File: src/ess_pkg.sv
// Package for the external supply switch control block.
// Assumes a single 100 MHz clock domain and APB register access.
package ess_pkg;
  // ==========================================================================
  // Register map (byte addresses)
  localparam logic [11:0] ESS_CFG_OFF    = 12'h000;
  localparam logic [11:0] ESS_STATUS_OFF = 12'h004;
  localparam logic [11:0] ESS_PROTO_OFF  = 12'h008;
  // ==========================================================================
  // Config field positions
  localparam int ESS_COND_LSB   = 0;
  localparam int ESS_PATTERN_BIT = 3;
  localparam int ESS_IDLE_BIT   = 4;
  localparam int ESS_POL_BIT    = 5;
  localparam int ESS_LOADED_BIT = 6;
  localparam logic [6:0] ESS_CFG_RST = 7'h00;
  // ==========================================================================
  // Protocol state register bits
  localparam int ESS_PS_INIT_BIT = 0;
  localparam int ESS_PS_SL_BIT   = 1;
  localparam int ESS_PS_ST_LSB   = 4;
  // ==========================================================================
  // On-condition codes
  typedef enum logic [2:0] {
    ESS_COND_ALWAYS_ON  = 3'b100,
    ESS_COND_INVENTORY  = 3'b101,
    ESS_COND_SINGULATED = 3'b110,
    ESS_COND_SELECTED   = 3'b111
  } ess_cond_t;
  // Tag protocol states
  typedef enum logic [2:0] {
    ESS_ST_READY     = 3'b000,
    ESS_ST_ARBITRATE = 3'b001,
    ESS_ST_REPLY     = 3'b010,
    ESS_ST_ACK       = 3'b011,
    ESS_ST_OPEN      = 3'b100,
    ESS_ST_SECURED   = 3'b101,
    ESS_ST_KILLED    = 3'b110
  } ess_state_t;
endpackage

File: src/ess_pad_drv.sv
// Pad level generator for the two switch pads.
// Assumes on_state, enable and config bits are synchronous to I_CLOCK.
`timescale 1ns/100ps
module ess_pad_drv (
  input  wire logic i_clk,
  input  wire logic i_rst_b,
  input  wire logic i_enable,
  input  wire logic i_on,
  input  wire logic i_pattern,
  input  wire logic i_idle_drive,
  input  wire logic i_polarity,
  output logic      o_pad1,
  output logic      o_pad1_oe,
  output logic      o_pad2,
  output logic      o_pad2_oe
);
  logic on_lvl1;
  logic on_lvl2;
  logic drive;

  // ==========================================================================
  // ON levels
  always_comb begin
    on_lvl1 = i_pattern ? i_polarity : ~i_polarity;
    on_lvl2 = i_polarity;
  end

  assign drive = i_enable & (i_on | i_idle_drive);

  // ==========================================================================
  // Both pads switch together from one flop set
  always_ff @(posedge i_clk or negedge i_rst_b) begin
    if (!i_rst_b) begin
      o_pad1    <= 1'b0;
      o_pad2    <= 1'b0;
      o_pad1_oe <= 1'b0;
      o_pad2_oe <= 1'b0;
    end else begin
      o_pad1    <= i_on ? on_lvl1 : ~on_lvl1;
      o_pad2    <= i_on ? on_lvl2 : ~on_lvl2;
      o_pad1_oe <= drive;
      o_pad2_oe <= drive;
    end
  end

  property p_oe_pair;
    @(posedge i_clk) disable iff (!i_rst_b) o_pad1_oe == o_pad2_oe;
  endproperty
  a_oe_pair: assert property (p_oe_pair) else $error("Pad enables differ");

  property p_on_levels;
    @(posedge i_clk) disable iff (!i_rst_b)
      (i_enable && i_on && !i_pattern) |=> (o_pad1 != o_pad2) && o_pad2 == $past(i_polarity);
  endproperty
  a_on_levels: assert property (p_on_levels) else $error("Wrong ON levels");

  property p_idle_float;
    @(posedge i_clk) disable iff (!i_rst_b) (!i_on && !i_idle_drive) |=> !o_pad1_oe;
  endproperty
  a_idle_float: assert property (p_idle_float) else $error("Idle pads driven");
endmodule

File: src/ess_top.sv
// Top of the external supply switch control with APB slave.
// Assumes protocol state inputs come from another clock domain or pins.
//
// The APB slave port and the address map were decided locally.
`timescale 1ns/100ps
module ess_top
  import ess_pkg::*;
(
  input  wire logic        I_CLOCK,
  input  wire logic        I_RST_B,
  input  wire logic        I_PSEL,
  input  wire logic        I_PENABLE,
  input  wire logic        I_PWRITE,
  input  wire logic [11:0] I_PADDR,
  input  wire logic [31:0] I_PWDATA,
  input  wire logic        I_INIT_DONE,
  input  wire logic        I_SL_FLAG,
  input  wire logic [2:0]  I_TAG_STATE,
  output logic      [31:0] O_PRDATA,
  output logic             O_PREADY,
  output logic             O_PSLVERR,
  output logic             O_FIRST_SWITCH_PAD,
  output logic             O_FIRST_SWITCH_PAD_OE,
  output logic             O_SECOND_SWITCH_PAD,
  output logic             O_SECOND_SWITCH_PAD_OE
);
  logic [6:0] cfg_q;
  logic [2:0] init_sync_q;
  logic [2:0] sl_sync_q;
  logic [2:0] st_s1_q;
  logic [2:0] st_s2_q;
  logic [2:0] st_s3_q;
  logic       init_q;
  logic       sl_q;
  logic [2:0] state_q;
  logic       on_d;
  logic       on_q;
  logic       enable;
  logic       wr_en;
  logic       mapped;
  logic [31:0] rdata_d;
  logic [2:0] cond;

  // ==========================================================================
  // Input synchronisers: accept a change once stages two and three agree
  always_ff @(posedge I_CLOCK or negedge I_RST_B) begin
    if (!I_RST_B) begin
      init_sync_q <= 3'h0;
      sl_sync_q   <= 3'h0;
      st_s1_q     <= 3'h0;
      st_s2_q     <= 3'h0;
      st_s3_q     <= 3'h0;
    end else begin
      init_sync_q <= {init_sync_q[1:0], I_INIT_DONE};
      sl_sync_q   <= {sl_sync_q[1:0], I_SL_FLAG};
      st_s1_q     <= I_TAG_STATE;
      st_s2_q     <= st_s1_q;
      st_s3_q     <= st_s2_q;
    end
  end

  always_ff @(posedge I_CLOCK or negedge I_RST_B) begin
    if (!I_RST_B) begin
      init_q  <= 1'b0;
      sl_q    <= 1'b0;
      state_q <= ESS_ST_READY;
    end else begin
      if (init_sync_q[2] == init_sync_q[1]) init_q <= init_sync_q[2];
      if (sl_sync_q[2] == sl_sync_q[1]) sl_q <= sl_sync_q[2];
      if (st_s3_q == st_s2_q) state_q <= st_s3_q;
    end
  end

  // ==========================================================================
  // APB slave, zero wait states
  assign wr_en     = I_PSEL & I_PENABLE & I_PWRITE;
  assign O_PREADY  = 1'b1;
  assign mapped    = (I_PADDR == ESS_CFG_OFF) || (I_PADDR == ESS_STATUS_OFF) || (I_PADDR == ESS_PROTO_OFF);
  assign O_PSLVERR = I_PSEL & I_PENABLE & ~mapped;

  always_ff @(posedge I_CLOCK or negedge I_RST_B) begin
    if (!I_RST_B) begin
      cfg_q <= ESS_CFG_RST;
    end else if (wr_en && I_PADDR == ESS_CFG_OFF) begin
      cfg_q <= I_PWDATA[6:0];
    end
  end

  always_comb begin
    rdata_d = 32'h0000_0000;
    case (I_PADDR)
      ESS_CFG_OFF:    rdata_d = {25'h000_0000, cfg_q};
      ESS_STATUS_OFF: rdata_d = {28'h000_0000, O_SECOND_SWITCH_PAD_OE, enable, on_q, O_FIRST_SWITCH_PAD};
      ESS_PROTO_OFF:  rdata_d = {25'h000_0000, state_q, 2'b00, sl_q, init_q};
      default:        rdata_d = 32'h0000_0000;
    endcase
  end

  // Read data registered during setup so it is stable in the access phase
  always_ff @(posedge I_CLOCK or negedge I_RST_B) begin
    if (!I_RST_B) begin
      O_PRDATA <= 32'h0000_0000;
    end else if (I_PSEL && !I_PENABLE && !I_PWRITE) begin
      O_PRDATA <= rdata_d;
    end
  end

  // ==========================================================================
  // On-condition evaluation
  assign cond   = cfg_q[ESS_COND_LSB +: 3];
  assign enable = cfg_q[ESS_LOADED_BIT] & init_q;

  always_comb begin
    on_d = 1'b0;
    if (!cond[2]) begin
      on_d = 1'b0;
    end else begin
      case (cond)
        ESS_COND_ALWAYS_ON:  on_d = 1'b1;
        ESS_COND_INVENTORY:  on_d = (state_q == ESS_ST_ARBITRATE) || (state_q == ESS_ST_REPLY) ||
                                    (state_q == ESS_ST_ACK) || (state_q == ESS_ST_OPEN) ||
                                    (state_q == ESS_ST_SECURED);
        ESS_COND_SINGULATED: on_d = (state_q == ESS_ST_ACK) || (state_q == ESS_ST_OPEN) ||
                                    (state_q == ESS_ST_SECURED);
        ESS_COND_SELECTED:   on_d = sl_q;
        default:             on_d = 1'b0;
      endcase
    end
  end

  always_ff @(posedge I_CLOCK or negedge I_RST_B) begin
    if (!I_RST_B) begin
      on_q <= 1'b0;
    end else begin
      on_q <= on_d & enable;
    end
  end

  // ==========================================================================
  // Pad drivers
  ess_pad_drv u_pad_drv (
    .i_clk        (I_CLOCK),
    .i_rst_b      (I_RST_B),
    .i_enable     (enable),
    .i_on         (on_q),
    .i_pattern    (cfg_q[ESS_PATTERN_BIT]),
    .i_idle_drive (cfg_q[ESS_IDLE_BIT]),
    .i_polarity   (cfg_q[ESS_POL_BIT]),
    .o_pad1       (O_FIRST_SWITCH_PAD),
    .o_pad1_oe    (O_FIRST_SWITCH_PAD_OE),
    .o_pad2       (O_SECOND_SWITCH_PAD),
    .o_pad2_oe    (O_SECOND_SWITCH_PAD_OE)
  );

  // ==========================================================================
  property p_msb_off;
    @(posedge I_CLOCK) disable iff (!I_RST_B) !cfg_q[2] |=> !on_q;
  endproperty
  a_msb_off: assert property (p_msb_off) else $error("ON with condition MSB clear");

  property p_always_on;
    @(posedge I_CLOCK) disable iff (!I_RST_B) (cond == 3'b100 && enable) |=> on_q;
  endproperty
  a_always_on: assert property (p_always_on) else $error("Always-on mode not ON");

  property p_inventory;
    @(posedge I_CLOCK) disable iff (!I_RST_B)
      (cond == 3'b101 && enable && state_q == ESS_ST_READY) |=> !on_q;
  endproperty
  a_inventory: assert property (p_inventory) else $error("ON outside inventory");

  property p_singulated;
    @(posedge I_CLOCK) disable iff (!I_RST_B)
      (cond == 3'b110 && enable) |=> on_q == ($past(state_q) inside {3'b011, 3'b100, 3'b101});
  endproperty
  a_singulated: assert property (p_singulated) else $error("Singulated mode mismatch");

  property p_selected;
    @(posedge I_CLOCK) disable iff (!I_RST_B) (cond == 3'b111 && enable) |=> on_q == $past(sl_q);
  endproperty
  a_selected: assert property (p_selected) else $error("Selected mode mismatch");

  property p_float_before_init;
    @(posedge I_CLOCK) disable iff (!I_RST_B) !enable |=> !O_FIRST_SWITCH_PAD_OE;
  endproperty
  a_float_before_init: assert property (p_float_before_init) else $error("Pad driven before init");

  property p_field_lost;
    @(posedge I_CLOCK) disable iff (!I_RST_B)
      !init_q |=> !on_q && !O_FIRST_SWITCH_PAD_OE && !O_SECOND_SWITCH_PAD_OE;
  endproperty
  a_field_lost: assert property (p_field_lost) else $error("Pads kept ON without init");

  property p_killed_off;
    @(posedge I_CLOCK) disable iff (!I_RST_B)
      (cond == ESS_COND_INVENTORY && state_q == ESS_ST_KILLED) |=> !on_q;
  endproperty
  a_killed_off: assert property (p_killed_off) else $error("ON in killed state");

  property p_idle_driven;
    @(posedge I_CLOCK) disable iff (!I_RST_B)
      (enable && !on_q && cfg_q[ESS_IDLE_BIT]) |=> O_FIRST_SWITCH_PAD_OE && O_SECOND_SWITCH_PAD_OE;
  endproperty
  a_idle_driven: assert property (p_idle_driven) else $error("OFF pads not driven");

  property p_idle_levels;
    @(posedge I_CLOCK) disable iff (!I_RST_B)
      (enable && !on_q && !cfg_q[ESS_PATTERN_BIT])
        |=> (O_FIRST_SWITCH_PAD == $past(cfg_q[ESS_POL_BIT])) && (O_SECOND_SWITCH_PAD != O_FIRST_SWITCH_PAD);
  endproperty
  a_idle_levels: assert property (p_idle_levels) else $error("OFF levels not opposite of ON");

  property p_pair_levels;
    @(posedge I_CLOCK) disable iff (!I_RST_B)
      (enable && cfg_q[ESS_PATTERN_BIT]) |=> O_FIRST_SWITCH_PAD == O_SECOND_SWITCH_PAD;
  endproperty
  a_pair_levels: assert property (p_pair_levels) else $error("Common pattern levels differ");
endmodule

File: config.mk
export PLATFORM = sky130hd
export DESIGN_NAME = ess_top
export DESIGN_NICKNAME = d
export VERILOG_FILES = /design/src/ess_pkg.sv /design/src/ess_pad_drv.sv /design/src/ess_top.sv
export SDC_FILE = /design/constraint.sdc
export NUM_CORES = 1
export LEC_CHECK = 0
export BUFFER_PORTS_ARGS = -buffer_cell sky130_fd_sc_hd__buf_2
export CAP_MARGIN = 0
export CORE_UTILIZATION = 48
export CTS_CLUSTER_DIAMETER = 200
export CTS_CLUSTER_SIZE = 10
export DETAILED_ROUTE_END_ITERATION = 10
export PLACE_DENSITY = 0.85
export SLEW_MARGIN = 15
export SYNTH_ARGS = -nofsm -noshare
export SYNTH_HDL_FRONTEND = slang
export SYNTH_SLANG_ARGS = --single-unit
File: constraint.sdc
create_clock -name I_CLOCK -period 3.3 [get_ports I_CLOCK]
set_input_delay 0.495 -clock I_CLOCK [delete_from_list [all_inputs] [get_ports I_CLOCK]]
set_output_delay 0.495 -clock I_CLOCK [all_outputs]
set_load 0.02 [all_outputs]
# --- Word level (Yosys, flattened, before mapping) ---
# Index checks and enable logic that the tools add are counted.
word_totals:
  register_bits: 63
  word_cells: 58
classes:
  muxes: 6
  n_bitwise: 10
  n_reduce_logical: 14
  n_eq_ne: 14
op_table:
  columns: ["op", "n"]
  rows:
  - ["$pmux W7 S3", 1]
  - ["$eq A3 B3 Y1 const B", 6]
  - ["$eq A12 B3 Y1 const B", 1]
  - ["$eq A12 B4 Y1 const B", 1]
  - ["$logic_not A12 Y1", 1]
  - ["$logic_or A1 B1 Y1", 8]
  - ["$and A1 B1 Y1", 6]
  - ["$eq A3 B2 Y1 const B", 2]
  - ["$mux W1", 4]
  - ["$pmux W1 S4", 1]
  - ["$eq A3 B1 Y1 const B", 1]
  - ["$eq A3 B3 Y1", 1]
  - ["$logic_and A1 B1 Y1", 3]
  - ["$not A1 Y1", 3]
  - ["$eq A1 B1 Y1", 2]
  - ["$logic_not A1 Y1", 2]
  - ["$or A1 B1 Y1", 1]

# --- Longest topological paths before layout ---
depth:
  depth_word: 8
  mapped_depth: 4

# --- Modules after synthesis ---
# From an unflattened synthesis, not the netlist that was laid out.
unflattened:
  hier_cells: 142
  area_unflattened_um2: 1714.1
by_module_without_submodules:
  columns: ["module", "cells_each", "area_per_inst_um2", "seq_area_each_um2", "instances"]
  rows:
  - ["ess_top", 135, 1591.5, 875.8, 1]
  - ["ess_pad_drv", 7, 122.6, 75.1, 1]

# --- Least setup slack after synthesis ---
# No wires, ideal clock.
synth_timing:
  path_kind: "input to output"
  start: "in I_PADDR[9]"
  end: "out O_PSLVERR"
  arrival_ps: 1200
  path_buffers: 0
  setup_slack_ps: 1605
  required_time_ps: 2805
  cell_stages: 2
  cell_sequence: "nor4_4 > a41oi_1"
synth_via:
  elab_chain_cells: 5
  elab_cells_between_ends: 7
  classes_between: "eq/ne: 2; bitwise: 2; reduce/logical: 3"
synth_rtl:
  columns: ["element", "line_no", "rtl"]
  rows:
  - ["start: declaration", "ess_top.sv:14", "input wire logic [11:0] I_PADDR,"]
  - ["$eq A12 B3 Y1 or $logic_not A12 Y1 (tied branches)", "ess_top.sv:78", "assign mapped = (I_PADDR == ESS_CFG_OFF) || (I_PADDR == ESS_STATUS_OFF) || (I_PADDR == ESS_PROTO_OFF);"]
  - ["$logic_or A1 B1 Y1", "ess_top.sv:78", null]
  - ["$logic_or A1 B1 Y1 *", "ess_top.sv:78", null]
  - ["$not A1 Y1 *", "ess_top.sv:79", "assign O_PSLVERR = I_PSEL & I_PENABLE & ~mapped;"]
  - ["$and A1 B1 Y1 *", "ess_top.sv:79", null]
  - ["end: declaration", "ess_top.sv:21", "output logic O_PSLVERR,"]
# Mark *: on every way between the ends. The rest lies on a longest branch, timed or not.

# --- Worst setup path in the final report ---
layout_timing:
  start: "in I_PADDR[5]"
  end: "out O_PSLVERR"
# Same word-level chain as after synthesis.

==> run_results.csv <==
group,metric,value,unit
placed_design,numPortBuffers,40,
synth,synthFlopType,"dfrtp_1",
pwr,power_switching,0.000237,W
setup_path,regToRegSetupSlack,1930,ps
cts,clk_pin_slew,130,ps
synth,ys_types,36,
detailed_routing,drt_iter0_markers,59,
cts,post_cts_resized,0,
placed_design,place_congestion,0.766,
layout,multi_input_area,668,sq um
status,outcome,"finished clean",
synth,synthTopCellsByCount,"38 x dfrtp_1, 27 x buf_4, 11 x nand2_1",
detailed_routing,drtAntennaViolNets,0,
floorplanning,die_area,3880,sq um
floorplanning,die_h,62.3,um
cts,cts.sinks,38,
grt,grt.total_usage,15.5,%
cts,clkLatencyLatePin,340,ps
cts,htree_levels,2,
setup_path,cp-end-kind,"output pin",
pwr,combPwrFrac,10.1,%
pwr,power_frac_seq,50.8,%
pwr,ir_worst_vdd,0.343,mV
setup_path,cp.arrival,1390,ps
detailed_routing,vias,1102,
synth,syn_area,1750,sq um
pwr,leakagePower,1.01,nW
sta,finalSetupViolations,0,
worst_hold_path,hp-class,"input port to asynchronous set/reset pin",
cts,post_cts_buffers,0,
sta,tightestPinTransition,813,ps
setup_path,crit_fanout,5,
floorplanning,start_util,51.1,%
cts,cts_tree,"done",
sta,max_freq,0.529,GHz
layout,layout.nets,236,
placed_design,dpl.hpwl,2020,um
detailed_routing,viasPerCell,4.81,
synth,yosysSeqAreaShare,54.5,%
layout,diodes,0,
sta,hold_violations,0,
pwr,internal_power,0.000761,W
synth,synth.most_common_cell,"dfrtp_1",
pwr,p_clk_share,39.1,%
setup_path,reg2reg_from,"st_s2_q[1]",
placed_design,dp_slack,1400,ps
floorplanning,core,3420,sq um
grt,grt_max_degree,39,
sta,maxSlewHeadroom,45.8,%
sta,skew,16.9,ps
sta,grt_setup_unrepaired,"no",
grt,grt_pass1_wl,4640,um
setup_path,crit_end,"O_PSLVERR",
cts,clock_path_buffers,2,
sta,whs,226,ps
sta,period_share,57.3,%
layout,drive_gt1_share,33.3,%
cts,cts_buffers,5,
sta,setup_slack,1410,ps
cts,clockRootBuffer,"clkbuf_4",
pwr,power_density,503,nW/um^2
synth,synth_async_sr_flop_share,100,%
synth,ys_warn_count,0,
synth,synth_area_leaders,"dfrtp_1 54%, buf_4 12%, mux2_2 5.2%, mux2i_1 2.9%, nor4_4 2.4%",
layout,ff_latch_area,951,sq um
setup_path,required,2800,ps
setup_path,startpoint,"I_PADDR[5]",
setup_path,worstSetupStartpointType,"input port",
sta,fin_tns_setup,0,ps
setup_path,rr_endpoint,"state_q[1]",
detailed_routing,wl_per_cell,11.6,um
flow_run,cap_violations,0,
floorplanning,rows,21,
floorplanning,ios,92,
detailed_routing,wirelength,2660,um
synth,synth_top_area_share,54.5,%
sta,period_needed,1890,ps
synth,yosysTopAreaCell,"dfrtp_1",
grt,antenna_found_initial,0,
detailed_routing,drtPass1Iterations,4,
floorplanning,die_x,62.3,um
synth,synth-edff-count,0,
synth,synth_seq_cells,38,
setup_path,reg2reg_depth,3,
sta,drv_slew,0,
setup_path,crit_type,"input port to output pin",
grt,grt_pass1_vias,1071,
pwr,p_sw_share,23.7,%
layout,fillCellCount,302,
synth,syn_inst,141,
grt,overflow,0,
detailed_routing,drc_errors,0,
layout,areaGrowthSynthToFinish,13.6,%
synth,syn_area_per_cell,12.4,sq um
cts,postCtsHoldBufs,0,
how the worst min path moves through the flow:
stage	from	end	slack, ps	cells past startpoint
2_1_floorplan	I_RST_B	O_PRDATA[0]	200	0
3_3_place_gp	init_sync_q[0]	init_sync_q[1]	330	0
5_1_grt	I_TAG_STATE[1]	st_s1_q[1]	230	1
4_1_cts	I_TAG_STATE[2]	st_s1_q[2]	230	1
3_5_place_dp	init_sync_q[0]	init_sync_q[1]	340	0
6_report	I_RST_B	u_pad_drv.o_pad2	230	1
cells by family after synthesis:
family | after synthesis | share of synthesized area, %
xor+xnor | 5 | 2.51
compound gates | 17 | 6.52
fa+ha+maj | 2 | 1.15
other cells | 2 | 0.430
simple gates | 32 | 13.2
mux | 15 | 9.32
buf+inv | 30 | 12.4
flops | 38 | 54.5
power groups by stage:
stage | clock network (W) | logic (W) | registers [W]
after floorplan | 0 | 0.0000906 | 0.000510
after global placement | 0 | 0.0000995 | 0.000514
after detailed placement | 0 | 0.000102 | 0.000516
after CTS | 0.000403 | 0.000102 | 0.000507
after global routing | 0.000422 | 0.000112 | 0.000511
final | 0.000390 | 0.000101 | 0.000507
metrics by stage:
step / cell area [sq um] / util [%] / power, W / cells
2_1_floorplan: 1840 / - / 0.000601 / 165
3_3_place_gp: 1880 / 54.9 / 0.000614 / 221
3_5_place_dp: 1880 / 54.9 / 0.000618 / 221
4_1_cts: 1980 / 58.1 / 0.00101 / 229
5_1_grt: 1980 / 58.1 / 0.00104 / 229
6_report: 1980 / 58.1 / 0.000998 / 229
per-layer routing:
layer | share of wire, % | global-route usage (%) | routed length [um] | vias up
li1 | - | - | - | 521
met2 | 49 | 26.6 | 1310 | 57
met4 | 0.53 | 4.36 | 14 | 0
met3 | 8.6 | 5.51 | 230 | 4
met1 | 41 | 18.3 | 1100 | 520
met5 | 0 | 0 | 0 | -
cells in the final DEF (no fill, tap or decap), types with 3 or more instances in the layout:
cell type  count
buf_2         40
conb_1        26
mux2_2         8
mux2i_1        5
xor2_1         3
dfrtp_1       38
nand2_1       11
nand4_1        3
o21ai_0        8
clkbuf_4       5
sequential cells by signal, summed over array words and instances, names as in the netlist:
signal,cells
state_q,3
init_q,1
u_pad_drv.o_pad1,1
st_s2_q,3
sl_sync_q,3
sl_q,1
u_pad_drv.o_pad2_oe,1
init_sync_q,3
cfg_q,7
st_s3_q,3
on_q,1
O_PRDATA,7
u_pad_drv.o_pad2,1
st_s1_q,3
critical path, stage by stage:
cell and delay [ps]:
buf_2 110, nor4_4 430, a41oi_1 170, buf_2 190
cell type report:
class                           instances  share of cell area [%]
Timing Repair Buffer                   40                    10.1
Tap cell                               46                    2.90
Multi-Input combinational cell         97                    33.7
Clock buffer                            5                    1.89
Sequential cell                        38                    47.9
Clock inverter                          3                    3.47
No activity file was read; power rests on OpenSTA's default activity.
